File: src/ctu_pkg.sv
// Purpose: constants and carrier types for the control timer unit
// Assumes: 16-bit counter, four compare channels, 8-bit byte address bus
// Notes: codes for commands, event actions and waveform modes live here
package ctu_pkg;

  localparam int CNT_W = 16;
  localparam int CH_NUM = 4;

  // register byte offsets
  localparam logic [7:0] OFS_CTRLA = 8'h00;
  localparam logic [7:0] OFS_CB_SET = 8'h04;
  localparam logic [7:0] OFS_CB_CLR = 8'h08;
  localparam logic [7:0] OFS_EVENT_CONTROL_REGISTER = 8'h0c;
  localparam logic [7:0] OFS_WAVE = 8'h10;
  localparam logic [7:0] OFS_DRV = 8'h14;
  localparam logic [7:0] OFS_FLAG = 8'h18;
  localparam logic [7:0] OFS_STATUS = 8'h1c;
  localparam logic [7:0] OFS_COUNT = 8'h20;
  localparam logic [7:0] OFS_PERIOD = 8'h24;
  localparam logic [7:0] OFS_CC_BASE = 8'h28;
  localparam logic [7:0] OFS_CCB_BASE = 8'h38;

  // control a fields
  localparam int BIT_ENABLE = 0;
  localparam int BIT_SWRST = 1;
  localparam int PRESC_LSB = 8;
  // control b fields
  localparam int BIT_DIR = 0;
  localparam int BIT_LUPD = 1;
  localparam int CMD_LSB = 5;
  // event control fields
  localparam int ACT0_LSB = 0;
  localparam int ACT1_LSB = 3;
  localparam int BIT_RETRIGGER_EVENT_OUT_ENABLE = 8;
  localparam int BIT_OVFEO = 9;
  localparam int MCEO_LSB = 12;
  // wave and driver fields
  localparam int WSEL_LSB = 0;
  localparam int CIRC_LSB = 8;
  localparam int NRE_LSB = 0;
  localparam int NRV_LSB = 8;
  // flag fields
  localparam int BIT_OVF = 0;
  localparam int BIT_TRG = 1;
  localparam int BIT_FAULT = 2;
  localparam int MC_LSB = 4;
  // status fields
  localparam int ST_RUN_BIT = 0;
  localparam int ST_DIR_BIT = 1;
  localparam int ST_SLOPE_BIT = 2;
  localparam int CCBV_LSB = 4;

  // software commands
  localparam logic [2:0] CMD_NONE = 3'h0;
  localparam logic [2:0] CMD_RETRIGGER = 3'h1;
  localparam logic [2:0] CMD_STOP = 3'h2;
  localparam logic [2:0] CMD_UPDATE = 3'h3;

  // event action codes
  localparam logic [2:0] ACT_OFF = 3'h0;
  localparam logic [2:0] ACT_RETRIGGER = 3'h1;
  localparam logic [2:0] ACT_DIR = 3'h2;
  localparam logic [2:0] ACT_START_STOP = 3'h3;
  localparam logic [2:0] ACT_INC_DEC = 3'h4;
  localparam logic [2:0] ACT_COUNT = 3'h5;
  localparam logic [2:0] ACT_FAULT = 3'h7;

  // waveform select codes
  localparam logic [2:0] WAVE_NORMAL_FREQ = 3'h0;
  localparam logic [2:0] WAVE_MATCH_FREQ = 3'h1;
  localparam logic [2:0] WAVE_SINGLE_SLOPE = 3'h2;
  localparam logic [2:0] WAVE_DUAL_TOP = 3'h3;
  localparam logic [2:0] WAVE_DUAL_BOTTOM = 3'h4;
  localparam logic [2:0] WAVE_DUAL_BOTH = 3'h5;
  localparam logic [2:0] WAVE_DUAL_CRITICAL = 3'h6;

  typedef enum logic [3:0] {
    ST_OFF = 4'b0001,
    ST_WAIT = 4'b0010,
    ST_RUN = 4'b0100,
    ST_FAULT = 4'b1000
  } ctu_state_type;

  typedef struct packed {
    logic [7:0] addr;
    logic [31:0] wdata;
    logic wr;
    logic rd;
  } ctu_bus_req_type;

  typedef struct packed {
    logic ovf;
    logic retrigger_flag;
    logic [CH_NUM-1:0] mc;
    logic [CH_NUM-1:0] dma;
  } ctu_evt_out_type;

endpackage : ctu_pkg

File: src/ctu_timer.sv
// Purpose: counter commands, event actions, compare and waveform selection
// Assumes: event inputs arrive unsynchronised and pass two flip-flops
// Notes: one clock domain; software reset clears every register but the event synchroniser and read data
// Behaviour
// - software stop command halts counter
// - stop action on input one pauses counter
// - retrigger from command or either event input
// - running retrigger clears or reloads, flags, event
// - retrigger while stopped resumes from count
// - retrigger action: enable waits for first event
// - start event starts stopped counter, else ignored
// - start action: enable waits, no restarts
// - count action bypasses prescaler, follows direction
// - direction action level overrides direction bit
// - increment action on input zero counts up
// - decrement action on input one counts down
// - fault action stops counter, overrides outputs
// - all actions off: enable starts counter
// - channels compare on each counting tick while running
// - buffer copied only on update or command
// - match sets flag, event, dma request
// - seven waveform modes selectable
// - match frequency takes top from channel zero
// - dual slope updates at zero, others wrap
// - frequency toggles; overflow timing per mode
// - both-ends top update needs circular buffer
// - direction bit zero up, one down
// - wrap to zero up, reload top down
module ctu_timer (
  // clock and reset
  input wire logic sys_clk,
  input wire logic rst,
  // register port
  input ctu_pkg::ctu_bus_req_type bus_req,
  output logic [31:0] bus_rdata,
  // event system
  input wire logic [1:0] event_in,
  output ctu_pkg::ctu_evt_out_type event_out,
  // waveform pins
  output logic [ctu_pkg::CH_NUM-1:0] wave_out
);
  import ctu_pkg::*;

  function automatic logic [CNT_W:0] ctu_step(input logic [CNT_W-1:0] cnt,
                                              input logic [CNT_W-1:0] top,
                                              input logic down);
    if (!down)
    begin
      ctu_step = (cnt >= top) ? {1'b1, {CNT_W{1'b0}}} : {1'b0, cnt + 1'b1};
    end
    else
    begin
      ctu_step = (cnt == '0) ? {1'b1, top} : {1'b0, cnt - 1'b1};
    end
  endfunction : ctu_step

  function automatic logic ctu_in_bank(input logic [7:0] addr, input logic [7:0] base);
    ctu_in_bank = (addr >= base) && (addr < base + 8'(4 * CH_NUM));
  endfunction : ctu_in_bank

  ctu_state_type state, next_state;
  logic enable, dir, lupd, retrigger_event_out_enable, ovfeo;
  logic [2:0] presc_sel, act0, act1, wsel;
  logic [CH_NUM-1:0] mceo, circ, nre, nrv, mc_flag, ccbv, wo;
  logic ovf_flag, trg_flag, fault_flag, slope_down;
  logic [CNT_W-1:0] count, period, top;
  logic [CNT_W-1:0] cc [CH_NUM];
  logic [CNT_W-1:0] ccb [CH_NUM];
  logic [9:0] presc_cnt, presc_lim;
  logic [1:0] ev_meta, ev_sync, ev_prev, ev_pulse;
  logic soft_rst, clr_all, wr_ctrla, wr_cbset, enable_rise, auto_start;
  logic [2:0] sw_cmd;
  logic retrig, start_ev, stop_ev, fault_ev, inc_ev, dec_ev;
  logic presc_tick, tick, running, dual, dir_eff;
  logic [CNT_W-1:0] next_count;
  logic next_slope, hit_top, hit_zero, wrapped, ovf_ev, upd_glob;
  logic [CNT_W:0] step_res;
  logic [CH_NUM-1:0] match, upd;
  logic [1:0] ch_sel;
  logic [7:0] ch_off;

  // channel index from the offset within either bank
  assign ch_off = bus_req.addr - OFS_CC_BASE;
  assign ch_sel = ch_off[3:2];
  assign wr_ctrla = bus_req.wr && (bus_req.addr == OFS_CTRLA);
  assign wr_cbset = bus_req.wr && (bus_req.addr == OFS_CB_SET);
  assign soft_rst = wr_ctrla && bus_req.wdata[BIT_SWRST];
  assign clr_all = rst || soft_rst;
  assign enable_rise = wr_ctrla && bus_req.wdata[BIT_ENABLE] && !enable;
  assign sw_cmd = wr_cbset ? bus_req.wdata[CMD_LSB +: 3] : CMD_NONE;

  // event input synchroniser and edge detect
  always_ff @(posedge sys_clk)
  begin
    if (rst)
    begin
      ev_meta <= 2'h0;
      ev_sync <= 2'h0;
      ev_prev <= 2'h0;
    end
    else
    begin
      ev_meta <= event_in;
      ev_sync <= ev_meta;
      ev_prev <= ev_sync;
    end
  end
  assign ev_pulse = ev_sync & ~ev_prev;

  // event and command decode
  assign retrig = (sw_cmd == CMD_RETRIGGER) || (ev_pulse[0] && act0 == ACT_RETRIGGER) ||
                  (ev_pulse[1] && act1 == ACT_RETRIGGER);
  assign start_ev = ev_pulse[0] && (act0 == ACT_START_STOP);
  assign stop_ev = (sw_cmd == CMD_STOP) ||
                   (ev_pulse[1] && act1 == ACT_START_STOP);
  assign fault_ev = (ev_pulse[0] && act0 == ACT_FAULT) ||
                    (ev_pulse[1] && act1 == ACT_FAULT);
  assign inc_ev = ev_pulse[0] && (act0 == ACT_INC_DEC);
  assign dec_ev = ev_pulse[1] && (act1 == ACT_INC_DEC);
  assign auto_start = !((act0 == ACT_RETRIGGER) || (act0 == ACT_START_STOP) ||
                        (act1 == ACT_RETRIGGER));
  assign dir_eff = (act1 == ACT_DIR) ? ev_sync[1] : dir;
  assign running = (state == ST_RUN);
  assign dual = (wsel >= WAVE_DUAL_TOP) && (wsel <= WAVE_DUAL_CRITICAL);
  assign top = (wsel == WAVE_MATCH_FREQ) ? cc[0] : period;

  // prescaler, bypassed when events are counted
  always_comb
  begin
    presc_lim = 10'h000;
    case (presc_sel)
      3'h0: presc_lim = 10'h000;
      3'h1: presc_lim = 10'h001;
      3'h2: presc_lim = 10'h003;
      3'h3: presc_lim = 10'h007;
      3'h4: presc_lim = 10'h00f;
      3'h5: presc_lim = 10'h03f;
      3'h6: presc_lim = 10'h0ff;
      default: presc_lim = 10'h3ff;
    endcase
  end
  assign presc_tick = running && (presc_cnt >= presc_lim);
  assign tick = (act0 == ACT_COUNT) ? (running && ev_pulse[0]) : presc_tick;

  always_ff @(posedge sys_clk)
  begin
    if (clr_all || !running || presc_tick)
      presc_cnt <= 10'h000;
    else
      presc_cnt <= presc_cnt + 10'h001;
  end

  // state machine
  always_comb
  begin
    next_state = state;
    case (state)
      ST_OFF: if (enable_rise) next_state = auto_start ? ST_RUN : ST_WAIT;
      ST_WAIT: if (retrig || start_ev) next_state = ST_RUN;
      ST_RUN: if (stop_ev) next_state = ST_WAIT;
      ST_FAULT: if (!fault_flag) next_state = ST_WAIT;
      default: next_state = ST_OFF;
    endcase
    if (fault_ev && state != ST_OFF)
      next_state = ST_FAULT;
    if (wr_ctrla && !bus_req.wdata[BIT_ENABLE])
      next_state = ST_OFF;
  end

  always_ff @(posedge sys_clk)
  begin
    if (clr_all)
      state <= ST_OFF;
    else
      state <= next_state;
  end

  // next counter value
  always_comb
  begin
    next_count = count;
    next_slope = slope_down;
    hit_top = 1'b0;
    hit_zero = 1'b0;
    wrapped = 1'b0;
    step_res = {1'b0, count};
    if (running && tick && dual)
    begin
      if (!slope_down)
      begin
        if (count >= top)
        begin
          hit_top = 1'b1;
          next_slope = 1'b1;
          next_count = count - 1'b1;
        end
        else
          next_count = count + 1'b1;
      end
      else if (count == '0)
      begin
        hit_zero = 1'b1;
        next_slope = 1'b0;
        next_count = count + 1'b1;
      end
      else
        next_count = count - 1'b1;
    end
    else if (running && (tick || inc_ev || dec_ev))
    begin
      step_res = ctu_step(count, top, inc_ev ? 1'b0 : (dec_ev ? 1'b1 : dir_eff));
      next_count = step_res[CNT_W-1:0];
      wrapped = step_res[CNT_W];
      hit_top = wrapped && !(dec_ev || (!inc_ev && dir_eff));
      hit_zero = wrapped && !hit_top;
    end
    if (running && retrig)
    begin
      next_count = dir_eff ? top : '0;
      next_slope = 1'b0;
    end
  end

  // overflow and update timing per mode
  always_comb
  begin
    ovf_ev = 1'b0;
    case (wsel)
      WAVE_DUAL_TOP: ovf_ev = hit_top;
      WAVE_DUAL_BOTTOM, WAVE_DUAL_CRITICAL: ovf_ev = hit_zero;
      WAVE_DUAL_BOTH: ovf_ev = hit_top || hit_zero;
      default: ovf_ev = wrapped;
    endcase
  end
  assign upd_glob = dual ? hit_zero : (wrapped || (running && retrig));

  genvar gi;
  generate
    for (gi = 0; gi < CH_NUM; gi++)
    begin : g_ch
      assign match[gi] = running && tick && (count == cc[gi]);
      assign upd[gi] = (upd_glob || (wsel == WAVE_DUAL_BOTH && hit_top && circ[gi])) &&
                       !lupd;
    end
  endgenerate

  // counter and slope
  always_ff @(posedge sys_clk)
  begin
    if (clr_all)
    begin
      count <= '0;
      slope_down <= 1'b0;
    end
    else if (bus_req.wr && bus_req.addr == OFS_COUNT)
      count <= bus_req.wdata[CNT_W-1:0];
    else
    begin
      count <= next_count;
      slope_down <= next_slope;
    end
  end

  // control registers
  always_ff @(posedge sys_clk)
  begin
    if (clr_all)
    begin
      enable <= 1'b0;
      presc_sel <= 3'h0;
      dir <= 1'b0;
      lupd <= 1'b0;
      act0 <= ACT_OFF;
      act1 <= ACT_OFF;
      retrigger_event_out_enable <= 1'b0;
      ovfeo <= 1'b0;
      mceo <= '0;
      wsel <= WAVE_NORMAL_FREQ;
      circ <= '0;
      nre <= '0;
      nrv <= '0;
      period <= '1;
    end
    else
    begin
      if (wr_ctrla)
      begin
        enable <= bus_req.wdata[BIT_ENABLE];
        if (!enable)
          presc_sel <= bus_req.wdata[PRESC_LSB +: 3];
      end
      if (act1 == ACT_DIR)
        dir <= ev_sync[1];
      else if (wr_cbset && bus_req.wdata[BIT_DIR])
        dir <= 1'b1;
      else if (bus_req.wr && bus_req.addr == OFS_CB_CLR && bus_req.wdata[BIT_DIR])
        dir <= 1'b0;
      if (wr_cbset && bus_req.wdata[BIT_LUPD])
        lupd <= 1'b1;
      else if (bus_req.wr && bus_req.addr == OFS_CB_CLR && bus_req.wdata[BIT_LUPD])
        lupd <= 1'b0;
      if (bus_req.wr && bus_req.addr == OFS_EVENT_CONTROL_REGISTER && !enable)
      begin
        act0 <= bus_req.wdata[ACT0_LSB +: 3];
        act1 <= bus_req.wdata[ACT1_LSB +: 3];
        retrigger_event_out_enable <= bus_req.wdata[BIT_RETRIGGER_EVENT_OUT_ENABLE];
        ovfeo <= bus_req.wdata[BIT_OVFEO];
        mceo <= bus_req.wdata[MCEO_LSB +: CH_NUM];
      end
      if (bus_req.wr && bus_req.addr == OFS_WAVE)
      begin
        wsel <= bus_req.wdata[WSEL_LSB +: 3];
        circ <= bus_req.wdata[CIRC_LSB +: CH_NUM];
      end
      if (bus_req.wr && bus_req.addr == OFS_DRV && !enable)
      begin
        nre <= bus_req.wdata[NRE_LSB +: CH_NUM];
        nrv <= bus_req.wdata[NRV_LSB +: CH_NUM];
      end
      if (bus_req.wr && bus_req.addr == OFS_PERIOD)
        period <= bus_req.wdata[CNT_W-1:0];
    end
  end

  // compare values and double buffers
  always_ff @(posedge sys_clk)
  begin
    if (clr_all)
    begin
      for (int i = 0; i < CH_NUM; i++)
      begin
        cc[i] <= '0;
        ccb[i] <= '0;
      end
      ccbv <= '0;
    end
    else
    begin
      for (int i = 0; i < CH_NUM; i++)
      begin
        if (bus_req.wr && ctu_in_bank(bus_req.addr, OFS_CCB_BASE) && ch_sel == 2'(i))
        begin
          ccb[i] <= bus_req.wdata[CNT_W-1:0];
          ccbv[i] <= 1'b1;
        end
        else if (ccbv[i] && (upd[i] || sw_cmd == CMD_UPDATE))
        begin
          cc[i] <= ccb[i];
          ccbv[i] <= 1'b0;
        end
        if (bus_req.wr && ctu_in_bank(bus_req.addr, OFS_CC_BASE) && ch_sel == 2'(i))
          cc[i] <= bus_req.wdata[CNT_W-1:0];
      end
    end
  end

  // sticky flags, set wins over clear
  always_ff @(posedge sys_clk)
  begin
    if (clr_all)
    begin
      ovf_flag <= 1'b0;
      trg_flag <= 1'b0;
      fault_flag <= 1'b0;
      mc_flag <= '0;
    end
    else
    begin
      if (ovf_ev)
        ovf_flag <= 1'b1;
      else if (bus_req.wr && bus_req.addr == OFS_FLAG && bus_req.wdata[BIT_OVF])
        ovf_flag <= 1'b0;
      if (running && retrig)
        trg_flag <= 1'b1;
      else if (bus_req.wr && bus_req.addr == OFS_FLAG && bus_req.wdata[BIT_TRG])
        trg_flag <= 1'b0;
      if (fault_ev && state != ST_OFF)
        fault_flag <= 1'b1;
      else if (bus_req.wr && bus_req.addr == OFS_FLAG && bus_req.wdata[BIT_FAULT])
        fault_flag <= 1'b0;
      for (int i = 0; i < CH_NUM; i++)
      begin
        if (match[i])
          mc_flag[i] <= 1'b1;
        else if (bus_req.wr && bus_req.addr == OFS_FLAG && bus_req.wdata[MC_LSB + i])
          mc_flag[i] <= 1'b0;
      end
    end
  end

  // event outputs and dma requests
  always_ff @(posedge sys_clk)
  begin
    if (clr_all)
      event_out <= '0;
    else
    begin
      event_out.ovf <= ovf_ev && ovfeo;
      event_out.retrigger_flag <= running && retrig && retrigger_event_out_enable;
      event_out.mc <= match & mceo;
      event_out.dma <= match;
    end
  end

  // waveform generation
  always_ff @(posedge sys_clk)
  begin
    if (clr_all)
      wo <= '0;
    else
    begin
      for (int i = 0; i < CH_NUM; i++)
      begin
        case (wsel)
          WAVE_NORMAL_FREQ, WAVE_MATCH_FREQ:
            if (match[i])
              wo[i] <= ~wo[i];
          WAVE_SINGLE_SLOPE:
            if (!dir_eff)
            begin
              if (hit_top)
                wo[i] <= 1'b1;
              else if (match[i])
                wo[i] <= 1'b0;
            end
            else
            begin
              if (hit_zero)
                wo[i] <= 1'b0;
              else if (match[i])
                wo[i] <= 1'b1;
            end
          default:
            if (match[i])
              wo[i] <= !slope_down;
        endcase
      end
    end
  end

  // fault override onto pins
  always_ff @(posedge sys_clk)
  begin
    if (clr_all)
      wave_out <= '0;
    else
      wave_out <= (fault_flag ? (nre & nrv) : '0) | (wo & ~(fault_flag ? nre : '0));
  end

  // register read, data one cycle after strobe
  always_ff @(posedge sys_clk)
  begin
    if (rst)
      bus_rdata <= 32'h0000_0000;
    else if (bus_req.rd)
    begin
      bus_rdata <= 32'h0000_0000;
      case (bus_req.addr)
        OFS_CTRLA:
        begin
          bus_rdata[BIT_ENABLE] <= enable;
          bus_rdata[PRESC_LSB +: 3] <= presc_sel;
        end
        OFS_CB_SET, OFS_CB_CLR:
        begin
          bus_rdata[BIT_DIR] <= dir;
          bus_rdata[BIT_LUPD] <= lupd;
        end
        OFS_EVENT_CONTROL_REGISTER:
        begin
          bus_rdata[ACT0_LSB +: 3] <= act0;
          bus_rdata[ACT1_LSB +: 3] <= act1;
          bus_rdata[BIT_RETRIGGER_EVENT_OUT_ENABLE] <= retrigger_event_out_enable;
          bus_rdata[BIT_OVFEO] <= ovfeo;
          bus_rdata[MCEO_LSB +: CH_NUM] <= mceo;
        end
        OFS_WAVE:
        begin
          bus_rdata[WSEL_LSB +: 3] <= wsel;
          bus_rdata[CIRC_LSB +: CH_NUM] <= circ;
        end
        OFS_DRV:
        begin
          bus_rdata[NRE_LSB +: CH_NUM] <= nre;
          bus_rdata[NRV_LSB +: CH_NUM] <= nrv;
        end
        OFS_FLAG:
        begin
          bus_rdata[BIT_OVF] <= ovf_flag;
          bus_rdata[BIT_TRG] <= trg_flag;
          bus_rdata[BIT_FAULT] <= fault_flag;
          bus_rdata[MC_LSB +: CH_NUM] <= mc_flag;
        end
        OFS_STATUS:
        begin
          bus_rdata[ST_RUN_BIT] <= running;
          bus_rdata[ST_DIR_BIT] <= dir_eff;
          bus_rdata[ST_SLOPE_BIT] <= slope_down;
          bus_rdata[CCBV_LSB +: CH_NUM] <= ccbv;
        end
        OFS_COUNT: bus_rdata[CNT_W-1:0] <= count;
        OFS_PERIOD: bus_rdata[CNT_W-1:0] <= period;
        default:
        begin
          if (ctu_in_bank(bus_req.addr, OFS_CC_BASE))
            bus_rdata[CNT_W-1:0] <= cc[ch_sel];
          else if (ctu_in_bank(bus_req.addr, OFS_CCB_BASE))
            bus_rdata[CNT_W-1:0] <= ccb[ch_sel];
        end
      endcase
    end
    else
      bus_rdata <= 32'h0000_0000;
  end

endmodule : ctu_timer

File: config.mk
export PLATFORM = sky130hd
export DESIGN_NAME = ctu_timer
export DESIGN_NICKNAME = d
export VERILOG_FILES = /design/src/ctu_pkg.sv /design/src/ctu_timer.sv
export SDC_FILE = /design/constraint.sdc
export NUM_CORES = 1
export LEC_CHECK = 0
export ABC_CLOCK_PERIOD_IN_PS = 5500
export BUFFER_PORTS_ARGS = -buffer_cell sky130_fd_sc_hd__buf_2
export CAP_MARGIN = 20
export CORE_MARGIN = 2
export CORE_UTILIZATION = 35
export CTS_CLUSTER_DIAMETER = 30
export DETAILED_ROUTE_END_ITERATION = 8
export GPL_TIMING_DRIVEN = 1
export PLACE_DENSITY = 0.51
export SYNTH_ARGS = -nofsm -noshare
export SYNTH_HDL_FRONTEND = slang
export SYNTH_SLANG_ARGS = --single-unit
File: constraint.sdc
create_clock -name sys_clk -period 5.5 [get_ports sys_clk]
set_input_delay 1.1 -clock sys_clk [delete_from_list [all_inputs] [get_ports sys_clk]]
set_output_delay 1.1 -clock sys_clk [all_outputs]
set_load 0.05 [all_outputs]
==> reports/summary.txt <==
final worst slack - 0.444 ns
worst path cell trace - or2_2 -> nor2_2 -> mux2_2 -> ha_1 -> nand2b_1 -> a21oi_1 -> o2111ai_1 -> a31oi_1 -> buf_4 -> a211oi_1 -> nand2_1 -> nand2_1 -> a211o_1
Hold-fix buffers, CTS - 0
# nets final - 1,704
# Post-CTS Setup Buffers - 0
CP Class - reg2reg
Top Ports - 92
Die W - 211 um
gr ovfl total - 0
ys async rst share - 0
Tcrit/Tclk final - 0.919
1st-iter DRT viols - 1,091
pin count of the biggest net entering global routing - 50
CTS tree - done
area grow syn2layout - 19.8%
critical path arrival - 5.25 ns
initial antenna violation count - 0
Required @ worst endpoint - 5.69 ns
gp weighted congestion - 0.911
Vias - 12,800
vias in the first global route - 12,600
proportion of synthesized area in mux cells - 0.0793
via/cell ratio - 5.78
Sink Count - 259
Setup WS pre-CTS - 0.586 ns
HP Class - reg2reg
fin crit period - 5.06 ns
most frequent cells in the layout - nand2_1, dfxtp_1, edfxtp_1
PwrDens - 382 mW/mm^2
H-Tree Depth - 3
critical-path maximum fanout - 16
commonest non-fill, non-tap cell in the layout - nand2_1
fin. max-slew vios - 0
wire per inst - 23.5 um
register area share after synthesis - 0.430
yosys warns - 0
Worst path top cell family by delay - compound AO/OA/AOI/OAI gates
VDD IR max - 0.000166 V
slowest stage cell, crit path - a211oi_1
CTS root buf - clkbuf_16
Final ANT Viol Nets - 0
Row Count - 75
CP Launch Type - flip-flop
flops & latches, synth - 259
Worst Setup SP - wsel[2]
Yosys cell types - 78
Clock Skews - 0.0200 ns
Die ar. - 0.0446 mm^2
DIE HEIGHT - 211 um
post-cts sizing count - 0
# port buffers - 59
most frequent cell on the critical path - nand2_1
Slew Limit Headroom - 0.292
TritonRoute pass-1 iters - 5
largest family of logic cells by synthesized area - simple AND/OR/NAND/NOR gates
leakage power - 6.54 nW
Sum Neg Setup Slack - 0 ns
initial core utilization - 0.357
Max Fclk - 198 MHz
EDFF count, synth - 128
worst slew pin tran - 1.03 ns
unrepaired setup endpoints after global routing - no
Synth Area in Simple Gates - 0.198
Detailed Route WL - 52.3 mm
top_reg_cell synth - dfxtp_1
Tot GR Track Use - 0.234
XOR/XNOR share of the synthesized area - 0.0530
drc violations - 0
status - finished clean
share of cells above drive strength 1 - 0.170
Max Cap Viol - 0
Critical Path End Type - flip-flop
Hold Startpoint - ev_meta[0]
worst path bufs/invs - 1
CTS clk-pin slew, worst paths - 0.04 ns
R2R Path Start - wsel[2]
count of final setup violators - 0
worst stage delay on the critical path - 0.79 ns
syn_area_per_cell - 9.53 um^2
CORE AREA - 0.0421 mm^2
first-pass GRT wire length - 78.5 mm
Synth Area in Compound Gates - 0.171
Worst-Skew Late Latency - 0.58 ns
adder and majority gate portion of the synthesized area - 0.0241
synthesized area - 0.0150 mm^2
CTS Buf Count - 66
post-synthesis cell count - 1,578
HPWL Detailed - 38.4 mm
final hold violation count - 0
clock buffer depth - 3
[power by group]
part           total, mW  internal (mW)  leakage [nW]  switching, mW
Combinational      0.896          0.339          3.21          0.557
Clock               3.74           2.52          1.05           1.22
Sequential          2.24           2.11          2.28          0.127
Total               6.88           4.97          6.54           1.91
[worst paths after layout]
kind | to | slack [ns] | cells after the start
setup reg to reg | cc[1][10] | 0.44 | 13
hold / removal | ev_sync[0] | 0.44 | 1
setup / recovery | cc[1][10] | 0.44 | 13
hold reg to reg | ev_sync[0] | 0.44 | 1
[cells in the mapped netlist (all sizes together), types with 10 or more instances]
master  count  area (um^2)
nor2       98          368
a32o       11          110
o21ai      58          290
inv        15         56.3
a22oi      16          120
and2       60          377
a211oi     17          128
edfxtp    128         3840
nor2b      15         93.8
clkbuf     94          353
buf        46          260
nand4      29          181
o211ai     10         75.1
xnor2      74          648
nor3       30          150
mux4       33          743
a21oi     115          576
ha         29          363
nand2     193          724
nand3      68          340
nand2b     16          100
and3       33          206
xor2       17          149
a31oi      14         87.6
a22o       51          462
nor4       15          139
dfxtp     131         2620
mux2i      37          370
[layer usage]
| metal | part of all wire | track usage |
|---|---|---|
| met5 | 0 | 0 |
| met4 | 0.045 | 0.120 |
| met3 | 0.065 | 0.0404 |
| met2 | 0.46 | 0.369 |
| met1 | 0.43 | 0.310 |
[stage by stage]
| step | cell area (um^2) | total power, mW | hold WS [ns] | utilization | std cells |
|---|---|---|---|---|---|
| after floorplan | 15100 | 2.88 | 0.414 | - | 1593 |
| after global placement | 15800 | 3.14 | 0.425 | 0.376 | 2099 |
| after detailed placement | 15800 | 3.15 | 0.428 | 0.376 | 2099 |
| after CTS | 18000 | 6.91 | 0.443 | 0.427 | 2219 |
| after global routing | 18000 | 7.11 | 0.466 | 0.428 | 2220 |
| final | 18000 | 6.88 | 0.437 | 0.428 | 2221 |
[flip-flops by register name, indices dropped and copies added (netlist names), 10 cells and up]
register   flops
cc            64
ccb           64
bus_rdata     16
count         16
period        16
event_out     10
presc_cnt     10
[logic make-up (layout without fill, tap and decap cells)]
kind of cell | after synthesis | count (layout)
AO/OA/AOI/OAI | 373 | 373
XOR/XNOR | 91 | 91
adder cells (fa/ha/maj) | 29 | 29
buffers and inverters | 155 | 243
flip-flops | 259 | 259
multiplexers | 77 | 77
other | 1 | 17
AND/OR/NAND/NOR | 593 | 593
[worst reg2reg max path, delay by kind of cell (launching register included)]
kind | cells | cell delay (ns)
AO/OA/AOI/OAI | 5 | 1.80
buffers and inverters | 1 | 0.24
multiplexers | 1 | 0.46
AND/OR/NAND/NOR | 5 | 1.45
adder cells (fa/ha/maj) | 1 | 0.28
flip-flops | 1 | 0.42
[area by class of cell]
cell class	instances	area, um^2
multi-input cells	1179	7970
fillers	4088	24100
clock buffers	82	1810
diodes	1	2.50
repair buffers	108	666
well taps	539	674
inverters	15	56.3
clock inverters	38	374
flip-flops and latches	259	6470
Note: power is estimated with default switching activity, not from simulation.
